File: src/nic_pkg.sv
// Purpose: shared constants and types of the indexed command decoder
// Assumes: 32-bit Avalon-MM register window, byte addresses
// Notes: operation codes are the low 16 bits of a control-class data write
package nic_pkg;
  // register window, byte offsets
  localparam logic [31:0] CMD_OFF = 32'h0000_0000;
  localparam logic [31:0] CFG_OFF = 32'h0000_0004;
  localparam logic [31:0] GEOM_OFF = 32'h0000_0008;
  localparam logic [31:0] STAT_OFF = 32'h0000_000C;
  localparam logic [31:0] DATA_OFF = 32'h0000_0010;
  // command word classes, bits 27:26
  localparam logic [1:0] CLS_BUF = 2'h0;
  localparam logic [1:0] CLS_XFER = 2'h1;
  localparam logic [1:0] CLS_CTRL = 2'h2;
  // config register fields
  localparam int CFG_DMA_BIT = 0;
  localparam int CFG_PBITS_LSB = 4;
  localparam logic [3:0] PBITS_RST = 4'h6;
  localparam logic [15:0] MAIN_BYTES_RST = 16'h0800;
  localparam logic [15:0] SPARE_BYTES_RST = 16'h0040;
  // area selection, equal to the low bits of opcodes 0x41..0x43
  localparam logic [1:0] AREA_SPARE = 2'h1;
  localparam logic [1:0] AREA_DEFAULT = 2'h2;
  localparam logic [1:0] AREA_BOTH = 2'h3;
  // control-class operation codes
  localparam logic [15:0] OPC_ERASE = 16'h0001;
  localparam logic [15:0] OPC_UNL_LO = 16'h0010;
  localparam logic [15:0] OPC_UNL_HI = 16'h0011;
  localparam logic [15:0] OPC_LOCK = 16'h0021;
  localparam logic [15:0] OPC_LOCKT = 16'h0031;
  localparam logic [15:0] OPC_AR_SP = 16'h0041;
  localparam logic [15:0] OPC_AR_DEF = 16'h0042;
  localparam logic [15:0] OPC_AR_BOTH = 16'h0043;
  localparam logic [15:0] OPC_RMW_LD = 16'h0060;
  localparam logic [15:0] OPC_RMW_DST = 16'h0061;
  localparam logic [15:0] OPC_RMW_WR = 16'h0062;
  localparam logic [15:0] OPC_CPY_SRC = 16'h1000;
  localparam logic [7:0] OPH_COPY = 8'h11;
  localparam logic [7:0] OPH_PIPE_RD = 8'h20;
  localparam logic [7:0] OPH_PIPE_WR = 8'h21;

  typedef enum logic [3:0] {
    OP_NONE = 4'h0, OP_ERASE = 4'h1, OP_UNLOCK = 4'h2, OP_LOCK = 4'h3,
    OP_LOCK_TIGHT = 4'h4, OP_RMW_LOAD = 4'h5, OP_RMW_DEST = 4'h6,
    OP_RMW_WRITE = 4'h7, OP_COPY = 4'h8, OP_PIPE_RD = 4'h9,
    OP_PIPE_WR = 4'hA, OP_PAGE_LOAD = 4'hB, OP_PAGE_PROG = 4'hC
  } nic_op_t;

  typedef enum logic [1:0] {
    ST_IDLE = 2'b00, ST_DATA = 2'b01, ST_OP = 2'b10, ST_RESP = 2'b11
  } nic_state_t;

  // request to the flash sequencer
  typedef struct packed {
    nic_op_t code;
    logic [23:0] row;
    logic [23:0] row2;
    logic [7:0] count;
  } nic_op_req_t;
endpackage

File: src/nic_decoder.sv
// Purpose: decodes indexed command words and steers data-window accesses
// Assumes: single 40 MHz clock, synchronous active-low reset
// Notes: flash sequencer and page buffer sit behind the op and data ports
//
// Implementation choices: the register offsets and the Avalon-MM interface to the registers.
`timescale 1ns/1ps
// Function
// buffer command: class 0, word buffer address in 12:2, rest zero, one page.
// buffer accesses address from zero up to main plus spare size.
// host issues buffer accesses only when no transfer or control op runs.
// buffer path moves data without any error correction.
// host keeps data DMA disabled during buffer operations.
// host never mixes buffer accesses into a page transfer.
// transfer command: class 1, zero reserved bits, block above page index.
// block/page split point is the configured page-bit count.
// transfer read loads the page first, then returns words in order.
// transfer writes come in order; program is issued after the last word.
// byte enables ignored on transfers; whole word always moves.
// device counts moved words; host keeps the same command word.
// host rewrites the command word only after a full page.
// transfer command with DMA enabled is dropped and flagged unsupported.
// control command: class 2, zero reserved bits, same block/page split.
// control data uses low 16 bits as opcode, never touches flash data.
// 0x01 latches erase block and starts erase.
// 0x10 latches unlock start; 0x11 latches end and starts unlock.
// 0x21 locks all blocks; 0x31 lock-tights all blocks.
// 0x41, 0x42, 0x43 select spare, default, main plus spare area.
// 0x60 loads page, 0x61 sets destination, 0x62 writes buffer back.
// 0x1000 latches copy source; 0x11 with count copies that many pages.
// 0x20 or 0x21 with count sets up pipelined read or write.
// command word at offset 0x0, data window from 0x10, word aligned.
// latched command class steers data accesses to buffer, transfer or control.
module nic_decoder
  import nic_pkg::*;
#(
  parameter int ADDR_W = 16,
  parameter logic [3:0] PAGE_BITS = PBITS_RST,
  parameter logic [15:0] MAIN_BYTES = MAIN_BYTES_RST,
  parameter logic [15:0] SPARE_BYTES = SPARE_BYTES_RST
) (
  input wire logic i_clock,
  input wire logic i_rst_n,
  input wire logic [ADDR_W-1:0] i_address,
  input wire logic i_read,
  input wire logic i_write,
  input wire logic [31:0] i_writedata,
  input wire logic [3:0] i_byteenable,
  output logic [31:0] o_readdata,
  output logic o_waitrequest,
  output nic_op_req_t o_op,
  output logic o_op_start,
  input wire logic i_op_done,
  output logic o_dat_req,
  output logic o_dat_we,
  output logic [15:0] o_dat_addr,
  output logic [31:0] o_dat_wdata,
  input wire logic i_dat_ack,
  input wire logic [31:0] i_dat_rdata,
  output logic [1:0] o_area,
  output logic o_unsup_cmd
);
  logic [31:0] cmd;
  logic cmd_valid;
  logic [31:0] cfg;
  logic [31:0] geom;
  nic_state_t state;
  logic loaded;
  logic [15:0] count;
  logic [23:0] unlock_lo;
  logic [23:0] copy_src;

  // command word fields and reserved-bit checks
  wire [1:0] cls = cmd[27:26];
  wire [1:0] wcls = i_writedata[27:26];
  wire res_hi_ok = i_writedata[31:28] == 4'h0;
  wire buf_fmt_ok = (i_writedata[25:13] == 13'h0000) && (i_writedata[1:0] == 2'h0);
  wire row_fmt_ok = i_writedata[25:24] == 2'h0;
  wire dma_en = cfg[CFG_DMA_BIT];
  wire [3:0] pbits = cfg[CFG_PBITS_LSB +: 4];
  wire [23:0] page_mask = (24'h00_0001 << pbits) - 24'h00_0001;
  wire [23:0] row = cmd[23:0];
  wire [23:0] blk_row = row & ~page_mask;

  // page geometry in words
  wire [15:0] main_w = {2'h0, geom[15:2]};
  wire [15:0] spare_w = {2'h0, geom[31:18]};
  wire [15:0] page_w = main_w + spare_w;
  wire [15:0] xfer_w = (o_area == AREA_SPARE) ? spare_w :
                       (o_area == AREA_BOTH) ? page_w : main_w;
  wire [15:0] nxt_count = count + 16'h0001;
  wire last_word = nxt_count == xfer_w;

  // bus address decode
  wire req = i_read | i_write;
  wire is_cmd = i_address == CMD_OFF[ADDR_W-1:0];
  wire is_cfg = i_address == CFG_OFF[ADDR_W-1:0];
  wire is_geom = i_address == GEOM_OFF[ADDR_W-1:0];
  wire is_stat = i_address == STAT_OFF[ADDR_W-1:0];
  wire is_win = i_address >= DATA_OFF[ADDR_W-1:0];
  wire [ADDR_W-1:0] win_off = i_address - DATA_OFF[ADDR_W-1:0];
  wire [15:0] win_word = 16'(win_off >> 2);
  wire [15:0] buf_addr = {5'h00, cmd[12:2]} + win_word;
  wire buf_ok = buf_addr < page_w;
  wire [31:0] stat_word = {24'h00_0000, 1'b0, o_area, loaded, cmd_valid, dma_en, cls};

  // a command word is kept only when its format is legal and DMA allows it
  wire wcmd_fmt = res_hi_ok && ((wcls == CLS_BUF) ? buf_fmt_ok :
                  (wcls == CLS_XFER || wcls == CLS_CTRL) ? row_fmt_ok : 1'b0);
  wire wcmd_drop = dma_en && (wcls != CLS_CTRL);

  // control opcode decode
  wire [15:0] opc = i_writedata[15:0];
  wire [7:0] opc_pp = opc[7:0];
  wire [24:0] pipe_end = {1'b0, row & page_mask} + {17'h0_0000, opc_pp};
  wire pipe_cross = pipe_end > ({1'b0, page_mask} + 25'h000_0001);
  nic_op_req_t dec_op;
  logic dec_start;
  logic dec_unl;
  logic dec_cpy;
  logic dec_area;
  logic dec_bad;

  // only the low half of the data word matters; it never reaches the flash array
  always_comb begin
    dec_op = '{code: OP_NONE, row: row, row2: 24'h00_0000, count: 8'h00};
    dec_start = 1'b0;
    dec_unl = 1'b0;
    dec_cpy = 1'b0;
    dec_area = 1'b0;
    dec_bad = 1'b0;
    if (opc == OPC_ERASE) begin
      dec_op.code = OP_ERASE;
      dec_op.row = blk_row;
      dec_start = 1'b1;
    end else if (opc == OPC_UNL_LO) begin
      dec_unl = 1'b1;
    end else if (opc == OPC_UNL_HI) begin
      dec_op.code = OP_UNLOCK;
      dec_op.row2 = unlock_lo;
      dec_start = 1'b1;
    end else if (opc == OPC_LOCK || opc == OPC_LOCKT) begin
      dec_op.code = (opc == OPC_LOCK) ? OP_LOCK : OP_LOCK_TIGHT;
      dec_start = 1'b1;
    end else if (opc == OPC_AR_SP || opc == OPC_AR_DEF || opc == OPC_AR_BOTH) begin
      dec_area = 1'b1;
    end else if (opc == OPC_RMW_LD || opc == OPC_RMW_DST || opc == OPC_RMW_WR) begin
      dec_op.code = (opc == OPC_RMW_LD) ? OP_RMW_LOAD :
                    (opc == OPC_RMW_DST) ? OP_RMW_DEST : OP_RMW_WRITE;
      dec_start = 1'b1;
    end else if (opc == OPC_CPY_SRC) begin
      dec_cpy = 1'b1;
    end else if (opc[15:8] == OPH_COPY) begin
      dec_op.code = OP_COPY;
      dec_op.row2 = copy_src;
      dec_op.count = opc_pp;
      dec_start = 1'b1;
    end else if (opc[15:8] == OPH_PIPE_RD || opc[15:8] == OPH_PIPE_WR) begin
      // pipelines may not run past the block end; such requests are refused
      dec_op.code = (opc[15:8] == OPH_PIPE_RD) ? OP_PIPE_RD : OP_PIPE_WR;
      dec_op.count = opc_pp;
      dec_start = !pipe_cross;
      dec_bad = pipe_cross;
    end else begin
      dec_bad = 1'b1;
    end
  end

  // register file, command latch and access sequencer in one machine
  always_ff @(posedge i_clock) begin
    if (!i_rst_n) begin
      cmd <= 32'h0000_0000;
      cmd_valid <= 1'b0;
      cfg <= {24'h00_0000, PAGE_BITS, 4'h0};
      geom <= {SPARE_BYTES, MAIN_BYTES};
      state <= ST_IDLE;
      loaded <= 1'b0;
      count <= 16'h0000;
      unlock_lo <= 24'h00_0000;
      copy_src <= 24'h00_0000;
      o_readdata <= 32'h0000_0000;
      o_waitrequest <= 1'b1;
      o_op <= '{code: OP_NONE, row: 24'h00_0000, row2: 24'h00_0000, count: 8'h00};
      o_op_start <= 1'b0;
      o_dat_req <= 1'b0;
      o_dat_we <= 1'b0;
      o_dat_addr <= 16'h0000;
      o_dat_wdata <= 32'h0000_0000;
      o_area <= AREA_DEFAULT;
      o_unsup_cmd <= 1'b0;
    end else begin
      o_op_start <= 1'b0;
      o_unsup_cmd <= 1'b0;
      o_waitrequest <= 1'b1;
      unique case (state)
        ST_IDLE: begin
          if (req && !is_win) begin
            // register accesses answer on the next edge
            state <= ST_RESP;
            o_waitrequest <= 1'b0;
            o_readdata <= 32'h0000_0000;
            if (i_write && is_cmd) begin
              cmd <= i_writedata;
              cmd_valid <= wcmd_fmt && !wcmd_drop;
              o_unsup_cmd <= !wcmd_fmt || wcmd_drop;
              loaded <= 1'b0;
              count <= 16'h0000;
            end
            if (i_write && is_cfg) cfg <= i_writedata;
            if (i_write && is_geom) geom <= i_writedata;
            if (i_read && is_cfg) o_readdata <= cfg;
            if (i_read && is_geom) o_readdata <= geom;
            if (i_read && is_stat) o_readdata <= stat_word;
          end else if (req && !cmd_valid) begin
            // window access with no usable command: answer zero, flag it
            state <= ST_RESP;
            o_waitrequest <= 1'b0;
            o_readdata <= 32'h0000_0000;
            o_unsup_cmd <= 1'b1;
          end else if (req && cls == CLS_BUF) begin
            // out-of-page accesses read zero and drop writes; no correction
            o_readdata <= 32'h0000_0000;
            if (buf_ok) begin
              state <= ST_DATA;
              o_dat_req <= 1'b1;
              o_dat_we <= i_write;
              o_dat_addr <= buf_addr;
              o_dat_wdata <= i_writedata;
            end else begin
              state <= ST_RESP;
              o_waitrequest <= 1'b0;
            end
          end else if (req && cls == CLS_XFER) begin
            if (i_read && !loaded) begin
              // the page has to be in the device buffer before any word returns
              state <= ST_OP;
              o_op_start <= 1'b1;
              o_op <= '{code: OP_PAGE_LOAD, row: row, row2: 24'h00_0000, count: 8'h01};
            end else begin
              // window offset and byte enables are ignored: the count orders data
              state <= ST_DATA;
              o_dat_req <= 1'b1;
              o_dat_we <= i_write;
              o_dat_addr <= count;
              o_dat_wdata <= i_writedata;
            end
          end else if (req) begin
            state <= ST_RESP;
            o_waitrequest <= 1'b0;
            o_readdata <= i_read ? stat_word : 32'h0000_0000;
            if (i_write) begin
              if (dec_unl) unlock_lo <= row;
              if (dec_cpy) copy_src <= row;
              if (dec_area) o_area <= opc[1:0];
              o_unsup_cmd <= dec_bad;
              if (dec_start) begin
                // the answer waits until the sequencer reports the op done
                state <= ST_OP;
                o_waitrequest <= 1'b1;
                o_op_start <= 1'b1;
                o_op <= dec_op;
              end
            end
          end
        end
        ST_DATA: begin
          if (i_dat_ack) begin
            o_dat_req <= 1'b0;
            o_readdata <= o_dat_we ? 32'h0000_0000 : i_dat_rdata;
            state <= ST_RESP;
            o_waitrequest <= 1'b0;
            if (cls == CLS_XFER) begin
              count <= last_word ? 16'h0000 : nxt_count;
              if (last_word && !o_dat_we) loaded <= 1'b0;
              if (last_word && o_dat_we) begin
                // program only after the last word of the selected area has been written
                state <= ST_OP;
                o_waitrequest <= 1'b1;
                o_op_start <= 1'b1;
                o_op <= '{code: OP_PAGE_PROG, row: row, row2: 24'h00_0000, count: 8'h01};
              end
            end
          end
        end
        ST_OP: begin
          // a finished page load returns to idle so the held read is retaken
          if (i_op_done) begin
            if (o_op.code == OP_PAGE_LOAD) begin
              loaded <= 1'b1;
              state <= ST_IDLE;
            end else begin
              state <= ST_RESP;
              o_waitrequest <= 1'b0;
            end
          end
        end
        ST_RESP: begin
          state <= ST_IDLE;
        end
      endcase
    end
  end
endmodule

File: config.mk
export PLATFORM = sky130hd
export DESIGN_NAME = nic_decoder
export DESIGN_NICKNAME = d
export VERILOG_FILES = /design/src/nic_pkg.sv /design/src/nic_decoder.sv
export SDC_FILE = /design/constraint.sdc
export NUM_CORES = 1
export LEC_CHECK = 0
export BUFFER_PORTS_ARGS = -buffer_cell sky130_fd_sc_hd__buf_2
export CELL_PAD_IN_SITES_DETAIL_PLACEMENT = 0
export CELL_PAD_IN_SITES_GLOBAL_PLACEMENT = 1
export CORE_MARGIN = 3
export CORE_UTILIZATION = 43
export CTS_CLUSTER_DIAMETER = 80
export DETAILED_ROUTE_END_ITERATION = 12
export GPL_TIMING_DRIVEN = 0
export PLACE_DENSITY_LB_ADDON = 0.1
export SLEW_MARGIN = 10
export SYNTH_ARGS = -nofsm -noshare
export SYNTH_HDL_FRONTEND = slang
export SYNTH_SLANG_ARGS = --single-unit
export TNS_END_PERCENT = 10
File: constraint.sdc
create_clock -name i_clock -period 7.6 [get_ports i_clock]
set_input_delay 1.52 -clock i_clock [delete_from_list [all_inputs] [get_ports i_clock]]
set_output_delay 1.52 -clock i_clock [all_outputs]
set_load 0.01 [all_outputs]
After elaboration in Yosys (flattened, before gate mapping)
Cells that the tools add are included.
{"block": "totals", "output_inout_bits": 147, "reg_bits": 307, "in_bits": 90}
{"block": "op_classes", "n_bitwise": 8, "n_addsub": 7, "n_reduce_logical": 57, "n_shift": 1, "n_lt_le_gt_ge": 3, "n_eq_ne": 52, "n_mux": 163}
{"cell": "60-bit 2-to-1 mux", "n": 11}
{"cell": "32-bit 2-to-1 mux", "n": 20}
{"cell": "16-bit 2-to-1 mux", "n": 9}
{"cell": "60-bit case mux with 2 select lines", "n": 1}
{"cell": "16-bit by 7-bit == test with 1-bit output (second input constant)", "n": 6}
{"cell": "1-bit 2-to-1 mux", "n": 84}
{"cell": "24-bit 2-to-1 mux", "n": 3}
{"cell": "32-bit case mux with 2 select lines", "n": 1}
{"cell": "24-bit bitwise AND", "n": 2}
{"cell": "4-bit 2-to-1 mux", "n": 9}
{"cell": "16-bit by 4-bit == test with 1-bit output (second input constant)", "n": 2}
{"cell": "16-bit by 5-bit == test with 1-bit output (second input constant)", "n": 2}
{"cell": "16-bit by 6-bit == test with 1-bit output (second input constant)", "n": 2}
{"cell": "16-bit case mux with 2 select lines", "n": 1}
{"cell": "8-bit AND reduction", "n": 4}
{"cell": "15-bit 2-to-1 mux", "n": 2}
{"cell": "2-bit != test (second input constant)", "n": 14}
{"cell": "24-bit by 1-bit adder with 25-bit output (second input constant)", "n": 1}
{"cell": "24-bit by 8-bit adder with 25-bit output", "n": 1}
{"cell": "25-bit greater-than comparator", "n": 1}
{"cell": "2-bit 2-to-1 mux", "n": 12}
{"cell": "8-bit 2-to-1 mux", "n": 3}
{"cell": "24-bit NOT", "n": 1}
{"cell": "1-bit by 4-bit left shift with 24-bit output (first input constant)", "n": 1}
{"cell": "other kinds (42)", "n": 98}

Depth between registers and ports, before layout
Gate-level depths: netlist (run 1).
{"block": "logic_depth", "depth_word": 23, "ltp_mapped": 30, "mapped_depth_nobuf": 26}

Worst setup path after synthesis (run 1)
No wires, ideal clock.
{"block": "synth_path", "kind": "input to register", "from": "input i_writedata[1]", "to": "register o_op[58] (netlist bit)", "setup_ns": 0.119, "arrival_ns": 5.551, "stages": 22, "required_ns": 7.481, "n_path_buf": 2, "setup_slack_ns": 1.930, "path_cell_list": "clkbuf_1 -> inv_1 -> fa_1 -> nor2b_1 -> o21ai_0 -> a21boi_0 -> o21ai_0 -> nand2b_1 -> a21o_1 -> a21o_1 -> nand3_1 -> nor4_1 -> xnor2_1 -> ha_1 -> nand4_1 -> nor4_1 -> o21ai_0 -> and3_1 -> o211a_1 -> or2_1 -> buf_6 -> o221a_1"}
{"block": "synth_between", "elab_chain_cells": 17}
{"element": "start, declared", "line_no": "nic_decoder.sv:46", "rtl": "input wire logic [31:0] i_writedata,"}
{"element": "branches (longest 17 deep; another with 24-bit by 8-bit adder with 25-bit output)"}
{"element": "end signal, assigned", "line_no": "nic_decoder.sv:182", "rtl": "o_op <= '{code: OP_NONE, row: 24'h00_0000, row2: 24'h00_0000, count: 8'h00};"}
{"element": "end signal, assigned", "line_no": "nic_decoder.sv:237", "rtl": "o_op <= '{code: OP_PAGE_LOAD, row: row, row2: 24'h00_0000, count: 8'h01};"}
{"element": "end signal, assigned", "line_no": "nic_decoder.sv:260", "rtl": "o_op <= dec_op;"}
{"element": "end, declared", "line_no": "nic_decoder.sv:50", "rtl": "output nic_op_req_t o_op,"}
Several ways; the timed one is not identified. The select of a mux whose other input is x is not followed.
A chain may end at the register's enable or synchronous reset.

Final worst setup path (run 1)
{"block": "layout_path", "from": "register cfg[4]", "to": "register o_op[45] (netlist bit)"}
{"block": "layout_between", "elab_chain_cells": 17}
{"element": "start, declared", "line_no": "nic_decoder.sv:64", "rtl": "logic [31:0] cfg;"}
{"element": "start signal, assigned", "line_no": "nic_decoder.sv:173", "rtl": "cfg <= {24'h00_0000, PAGE_BITS, 4'h0};"}
{"element": "start signal, assigned", "line_no": "nic_decoder.sv:208", "rtl": "if (i_write && is_cfg) cfg <= i_writedata;"}
{"element": "1-bit by 4-bit left shift with 24-bit output *", "line_no": "nic_decoder.sv:80", "rtl": "wire [23:0] page_mask = (24'h00_0001 << pbits) - 24'h00_0001;"}
{"element": "24-bit by 1-bit subtractor with 24-bit output *", "line_no": "nic_decoder.sv:80"}
{"element": "24-bit bitwise AND", "line_no": "nic_decoder.sv:114", "rtl": "wire [24:0] pipe_end = {1'b0, row & page_mask} + {17'h0_0000, opc_pp};"}
{"element": "24-bit by 8-bit adder with 25-bit output", "line_no": "nic_decoder.sv:114"}
{"element": "25-bit greater-than comparator", "line_no": "nic_decoder.sv:115", "rtl": "wire pipe_cross = pipe_end > ({1'b0, page_mask} + 25'h000_0001);"}
{"element": "1-bit zero test", "line_no": "nic_decoder.sv:161", "rtl": "dec_start = !pipe_cross;"}
{"element": "1-bit 2-to-1 mux", "line_no": "nic_decoder.sv:157", "rtl": "end else if (opc[15:8] == OPH_PIPE_RD || opc[15:8] == OPH_PIPE_WR) begin"}
{"element": "1-bit 2-to-1 mux", "line_no": "nic_decoder.sv:152", "rtl": "end else if (opc[15:8] == OPH_COPY) begin"}
{"element": "1-bit 2-to-1 mux", "line_no": "nic_decoder.sv:150", "rtl": "end else if (opc == OPC_CPY_SRC) begin"}
{"element": "1-bit 2-to-1 mux", "line_no": "nic_decoder.sv:146", "rtl": "end else if (opc == OPC_RMW_LD || opc == OPC_RMW_DST || opc == OPC_RMW_WR) begin"}
{"element": "1-bit 2-to-1 mux", "line_no": "nic_decoder.sv:144", "rtl": "end else if (opc == OPC_AR_SP || opc == OPC_AR_DEF || opc == OPC_AR_BOTH) begin"}
{"element": "1-bit 2-to-1 mux", "line_no": "nic_decoder.sv:141", "rtl": "end else if (opc == OPC_LOCK || opc == OPC_LOCKT) begin"}
{"element": "1-bit 2-to-1 mux", "line_no": "nic_decoder.sv:137", "rtl": "end else if (opc == OPC_UNL_HI) begin"}
{"element": "1-bit 2-to-1 mux", "line_no": "nic_decoder.sv:135", "rtl": "end else if (opc == OPC_UNL_LO) begin"}
{"element": "1-bit 2-to-1 mux", "line_no": "nic_decoder.sv:131", "rtl": "if (opc == OPC_ERASE) begin"}
{"element": "3-bit != test (no line)"}
{"element": "11-bit AND reduction (no line)"}
Every way passes the cells marked *; elsewhere a longest branch is shown, timed or not. The select of a mux whose other input is x is not followed.

==> results.md, run 1 <==
- Avg WL per Cell: 22.1 µm
- # Post-CTS Setup Buffers: 0
- # DRC: 0
- Core box area: 39000 µm²
- # resized after CTS: 1
- CTS H-Tree Depth: 2
- Final period utilization: 93.2%
- Max incr delay on CP: 0.47 ns
- 1st-pass router iterations: 6
- Cell area after layout: 20100 µm²
- Cell area after synthesis: 17100 µm²
- Syn. warnings: 0
- Vias in the first global route: 16400
- Clock Latency Late Sink: 0.56 ns
- Synth Flop Type: dfxtp_1
- Width of the die: around 200 µm
- CTS root buf: clkbuf_16
- Hold crit path type: reg2reg
- Asr flop ratio synth: 0%
- Routed WL: 67.1 mm
- Row count: 72
- Final net count: 2672
- Fill count: 3910
- Crit path kind: reg2reg
- Final setup TNS: 0 ns
- Most frequent cells in the layout: nand2_1, dfxtp_1, a21oi_1, buf_2, nor2_1
- Final setup fails: 0
- Skew final: 0.0191 ns
- Area post-placement: ~19000 µm²
- Fmax: 141 MHz
- Sequential Area: 6110 µm²
- Number of synthesized register bits: 305
- Pwr Total: 3.79 mW
- Crit. End Element: flop
- CTS Buf Count: 36
- Critical path startpoint category: flop
- CP bufs+invs: 4
- Hold_buf cts: 0
- Layout area overhead: 17.7%
- Worst-path clk slew: 0.06 ns
- Number of flops mapped to enable cells by yosys: 0
- Vias: 17600
- RSZ-0062 raised after global routing: no
- Gr ovfl total: 0
- DRT iter0 DRCs: 1597
- DIE AREA: ~42000 µm²
- Via/cell ratio: 5.78
- Tmin final: 7.09 ns
- Pwr dens: 188 nW/µm²
- Status: finished, final reports clean
- Slew headroom: 12.1%
- Area of the multi-input gates: 10300 µm²
- Worst vdd ir: roughly 150 µV
- Number of port buffers: 230
- Post-DP HPWL: 51.3 mm
- Pleak: 7.98 nW
- Most common cell after layout, fill and taps aside: nand2_1
- CP delay by family, top: simple AND/OR/NAND/NOR gates
- Antenna Nets Post-Route: 0
- Layout cells sized above 1: approximately 14%
- Clock tree buffer depth: 3
- GRT Overall Usage: 30.9%
- Slew Limit Fails: 0
- Gpl congestion: between 0.9 and 1
- Clk sinks: around 310
- Worst Path Arrival: 7.55 ns
- Max-cap viol count: 0
- Die Height: around 210 µm
- Actual slew at the worst max-slew pin: 1.31 ns
- Cell count after synthesis: 2221
- Initial Util: between 40% and 50%
- IO Pins: 237
- Maximum number of pins on one net before global-route repair: 14
- Antenna violations before repair: 2
- CTS tree: built
- WP data required: 8.07 ns
- First-pass GRT wire length: 99.8 mm
- Yosys cell types: between 90 and 100
- CP max FO: 10
- Final Hold Viols: 0
- Sequential share of the synthesized area: roughly 36%
- CP max stage cell: nor4_4
- Average cell area after synthesis: between 7 and 8 µm²
-- power breakdown --
| group | switching (mW) | internal (mW) | total, mW |
|---|---|---|---|
| registers | 0.0158 | 1.63 | 1.65 |
| logic | 0.273 | 0.122 | 0.395 |
| clock network | 0.716 | 1.03 | 1.74 |
| total | 1.00 | 2.78 | 3.79 |
-- metal layers --
layer | vias to the layer above | track usage [%] | part of all wire [%]
li1 | 8363 | - | -
met1 | 8352 | 41.2 | 43
met2 | 740 | 50.1 | 46
met3 | 133 | 5.28 | 7.7
met4 | 0 | 11.9 | 4.0
met5 | - | 0 | 0
-- worst reg2reg max path: stages, from the launching register on --
cell	delay [ns]
dfxtp_1	0.30
clkbuf_1	0.31
clkbuf_2	0.37
nor2b_1	0.34
nand2_1	0.10
ha_1	0.25
buf_1	0.25
xor2_1	0.23
nor2b_1	0.17
ha_1	0.28
a21oi_1	0.21
o21ai_0	0.13
a21oi_1	0.23
o21bai_1	0.12
a21oi_1	0.23
nor2b_1	0.07
o21ai_0	0.37
nor4_1	0.17
xor2_1	0.20
ha_1	0.30
nand4_1	0.19
nor4_4	0.47
o21ai_0	0.18
and3_1	0.31
o211a_1	0.31
nor2_2	0.36
buf_4	0.30
mux2i_1	0.24
-- Yosys cell counts, drive strengths merged (4+ instances only) --
cell	instances	share of area (%)
a211oi	45	2.1
a21o	26	1.1
a21oi	250	7.3
a22o	26	1.3
a22oi	39	1.7
a311oi	9	0.50
a31oi	9	0.33
and2	13	0.48
and3	19	0.72
and4	10	0.51
buf	25	0.85
clkbuf	128	2.8
dfxtp	305	36
ha	78	5.7
inv	43	0.94
mux2i	82	4.8
nand2	505	11
nand2b	13	0.48
nand3	52	1.5
nand3b	8	0.35
nand4	17	0.66
nand4b	6	0.31
nor2	172	3.8
nor2b	22	0.80
nor3	44	1.3
nor4	24	1.1
o211a	5	0.29
o211ai	26	1.2
o21a	10	0.44
o21ai	55	1.6
o21bai	5	0.22
o22ai	4	0.15
o31ai	4	0.18
o41ai	5	0.26
or2	10	0.37
or3	9	0.33
or4	7	0.33
xnor2	37	1.9
xor2	22	1.1
-- through the flow --
step	hold slack, ns	instances	utilization [%]	worst slack (ns)
final	0.450	3042	51.6	0.515
after global routing	0.469	3041	51.6	0.0263
after CTS	0.452	3040	51.6	0.205
after detailed placement	0.443	2981	48.6	-0.204
after global placement	0.438	2981	48.6	-0.118
after floorplan	0.431	2233	-	1.93
-- area by class of cell --
cell class / count / area share, %
diodes: 2 / 0.0249
plain buffers: 153 / 3.12
clock buffers: 48 / 5.15
clock inverters: 11 / 0.646
inverters: 43 / 0.802
multi-input cells: 1732 / 51.0
flip-flops and latches: 305 / 30.3
well taps: 518 / 3.22
repair buffers: 230 / 5.72
-- path summary, 6_finish.rpt --
check                     start       endpoint  slack [ns]  cells past startpoint
hold reg to reg   o_dat_addr[2]  o_dat_addr[2]        0.45                      2
setup reg to reg         cfg[4]       o_op[45]        0.51                     27
setup / recovery         cfg[4]       o_op[45]        0.51                     27
hold / removal    o_dat_addr[2]  o_dat_addr[2]        0.45                      2
-- logic make-up after synthesis --
logic type	synth area share, %
and+or+nand+nor	24.8
adders and majority gates	6.06
muxes	5.00
other	0.0439
DFF	35.7
xor gates and xnor gates	3.16
buffers and inverters	4.60
AOI/OAI and AO/OA	20.6
-- registers in the layout, indices dropped and copies added (netlist names), 2 cells and up --
name	count
o_op	60
cfg	32
geom	32
o_dat_wdata	32
o_readdata	32
cmd	26
copy_src	24
unlock_lo	24
count	16
o_dat_addr	16
o_area	2
state	2
No activity file was read; power rests on OpenSTA's default activity.
==> run 2, diff against run 1 <==
Settings changed: ABC_AREA set to 1, CORE_UTILIZATION 43 to 42, PLACE_DENSITY set to 0.81, PLACE_DENSITY_LB_ADDON 0.1 to unset.
==> run 2 against run 1 <==
Effect of this change: utilization shrank 0.86 points; critical endpoint is now o_op[55]; count of clock-buffer cells in the layout grew 5; maximum frequency grew 5.8%; critical path depth grew 5; hold slack gained 0.0038 ns; synthesized area grew 1.2%; final cell count grew 9.9%; critical path type unchanged; sequential cell count is the same; die area grew 3.5%; highest routed layer unchanged.
==> results.md, run 2 <==
- Routed WL: 69.3 mm
- Clock tree buffer depth: 3
- DRT iter0 DRCs: 1664
- CP dominant cell by count: nand2_1
- Core box area: 40200 µm²
- Final setup fails: 0
- Max incr delay on CP: 0.41 ns
- Avg WL per Cell: 20.7 µm
- RSZ-0062 raised after global routing: no
- Top post-synthesis cells by count: nand2_1, a21oi_1, inv_1, dfxtp_1, nor2_1
- Worst Slack Setup Final: 0.903 ns
- Most frequent cell after synthesis: nand2_1
- Layout cells sized above 1: 13.7%
- 1st-pass router iterations: 6
- Setup WS pre-CTS: approximately 0.33 ns
- Max reg flops: 60
- Slew Limit Fails: 0
- Most frequent cells in the layout: nand2_1, inv_1, a21oi_1, dfxtp_1, buf_2
- Skew final: roughly 0.023 ns
- Clock Latency Late Sink: 0.55 ns
- Crit. End Element: flop
- Slew headroom: 29.3%
- Fill count: 4175
- Number of port buffers: 231
- WP data required: 8.06 ns
- # DRC: 0
- CTS root buf: clkbuf_16
- Synth top area share: a little over a third
- Average cell area after synthesis: between 6 and 7 µm²
- Vias: 18600
- CP max FO: 10
- Reg2Reg Setup Slack: roughly 0.9 ns
- Hold crit path type: reg2reg
- Actual slew at the worst max-slew pin: 1.06 ns
- Asr flop ratio synth: 0%
- Status: finished, final reports clean
- Most common cell after layout, fill and taps aside: nand2_1
- Final net count: 2960
- Number of flops mapped to enable cells by yosys: 0
- CTS Buf Count: 37
- First-pass GRT wire length: slightly above 100 mm
- Die Height: ~210 µm
- Gr ovfl total: 0
- # Post-CTS Setup Buffers: 0
- Post-DP HPWL: between 50 and 60 mm
- IO Pins: 237
- Syn. warnings: 0
- CTS H-Tree Depth: 2
- Initial Util: between 40% and 50%
- Via/cell ratio: 5.57
- Max-cap viol count: 0
- Synth Flop Type: dfxtp_1
- Antenna violations before repair: 2
- Tmin final: 6.70 ns
- Gpl congestion: 0.977
- Cell count after synthesis: 2507
- Yosys cell types: 53
- Layout area overhead: 17.9%
- Final period utilization: 88.1%
- Leading post-synthesis cells by cell area: dfxtp_1, nand2_1, a21oi_1
- Row count: 73
- Pleak: 9.02 nW
- GRT Overall Usage: 30.5%
- Clk sinks: between 300 and 400
- Antenna Nets Post-Route: 0
- Worst-path clk slew: roughly 0.06 ns
- Fmax: 149 MHz
- Worst vdd ir: around 160 µV
- Top reg by flops: o_op
- Cell taking the most area after synthesis: dfxtp_1
- Cell area after synthesis: 17300 µm²
- Worst Path Arrival: 7.16 ns
- Sequential share of the synthesized area: 35.3%
- Maximum number of pins on one net before global-route repair: 14
- CP max stage cell: o21ai_0
- Final Hold Viols: 0
- Vias in the first global route: 17300
- Critical path startpoint category: flop
- Pwr dens: 249 nW/µm²
- CTS tree: built
- Final setup TNS: 0 ns
- Width of the die: 209 µm
- Number of synthesized register bits: 305
- Crit path kind: reg2reg
- DIE AREA: around 44000 µm²
==> run 2: worst paths after layout <==
| path | to | cells past startpoint | start |
|---|---|---|---|
| min | cfg[10] | 2 | cfg[10] |
| max reg2reg | o_op[55] | 32 | cfg[6] |
| min reg2reg | cfg[10] | 2 | cfg[10] |
| max | o_op[55] | 32 | cfg[6] |
==> run 2: cell type report <==
class / instances / area (µm²) / share of cell area [%]
inverters: 324 / 1220 / 5.96
well taps: 525 / 657 / 3.22
repair buffers: 231 / 1160 / 5.67
plain buffers: 127 / 561 / 2.75
clock inverters: 14 / 139 / 0.681
diodes: 1 / 2.50 / 0.0123
clock buffers: 53 / 1090 / 5.34
multi-input cells: 1763 / 9470 / 46.4
flip-flops and latches: 305 / 6110 / 29.9
==> run 2: per-stage QoR <==
step                std cells  util [%]  hold slack, ns  cell area (µm²)  total power, mW
floorplan                2519         -           0.424            17300             2.75
global placement         3275      47.7           0.438            19200             3.26
detailed placement       3275      47.7           0.443            19200             3.28
CTS                      3342      50.7           0.450            20400             5.07
global route             3343      50.8           0.464            20400             5.30
finish                   3343      50.8           0.454            20400             5.07
==> run 2: timing repair <==
| item | in CTS | in global routing |
|---|---|---|
| hold buffers | 0 | 0 |
| gates resized for setup | 0 | 2 |
| endpoints found under the setup margin | 0 | 50 |
==> run 2: power breakdown <==
group,switching [mW],leakage (nW),internal (mW)
clock network,0.733,0.604,1.07
logic,0.954,5.95,0.423
registers,0.132,2.47,1.76
total,1.82,9.02,3.26
==> run 2: logic make-up (layout without fill, tap and decap cells) <==
kind of cell               after synthesis  in the layout  synth area share (%)
AOI/OAI and AO/OA                      682            682                  22.1
buffers and inverters                  451            749                  10.3
DFF                                    305            305                  35.3
other                                    2             15                0.0434
xor gates and xnor gates                56             56                  2.92
and+or+nand+nor                        930            930                  23.4
adders and majority gates               81             81                  5.99
==> run 2: layer usage <==
| metal | wire, µm | global-route usage, % | vias up |
|---|---|---|---|
| met5 | 0 | 0 | - |
| met2 | 30000 | 47.0 | 819 |
| met4 | 1550 | 7.55 | 0 |
| li1 | - | - | 8922 |
| met3 | 5610 | 3.92 | 94 |
| met1 | 32100 | 45.3 | 8777 |
==> run 2: worst max-delay path, delay by kind of cell (launching register included) <==
kind                       cells  cell delay (ns)
AOI/OAI and AO/OA              6             1.37
DFF                            1             0.30
buffers and inverters          5             0.78
adders and majority gates      3             0.88
and+or+nand+nor               16             2.77
xor gates and xnor gates       2             0.47
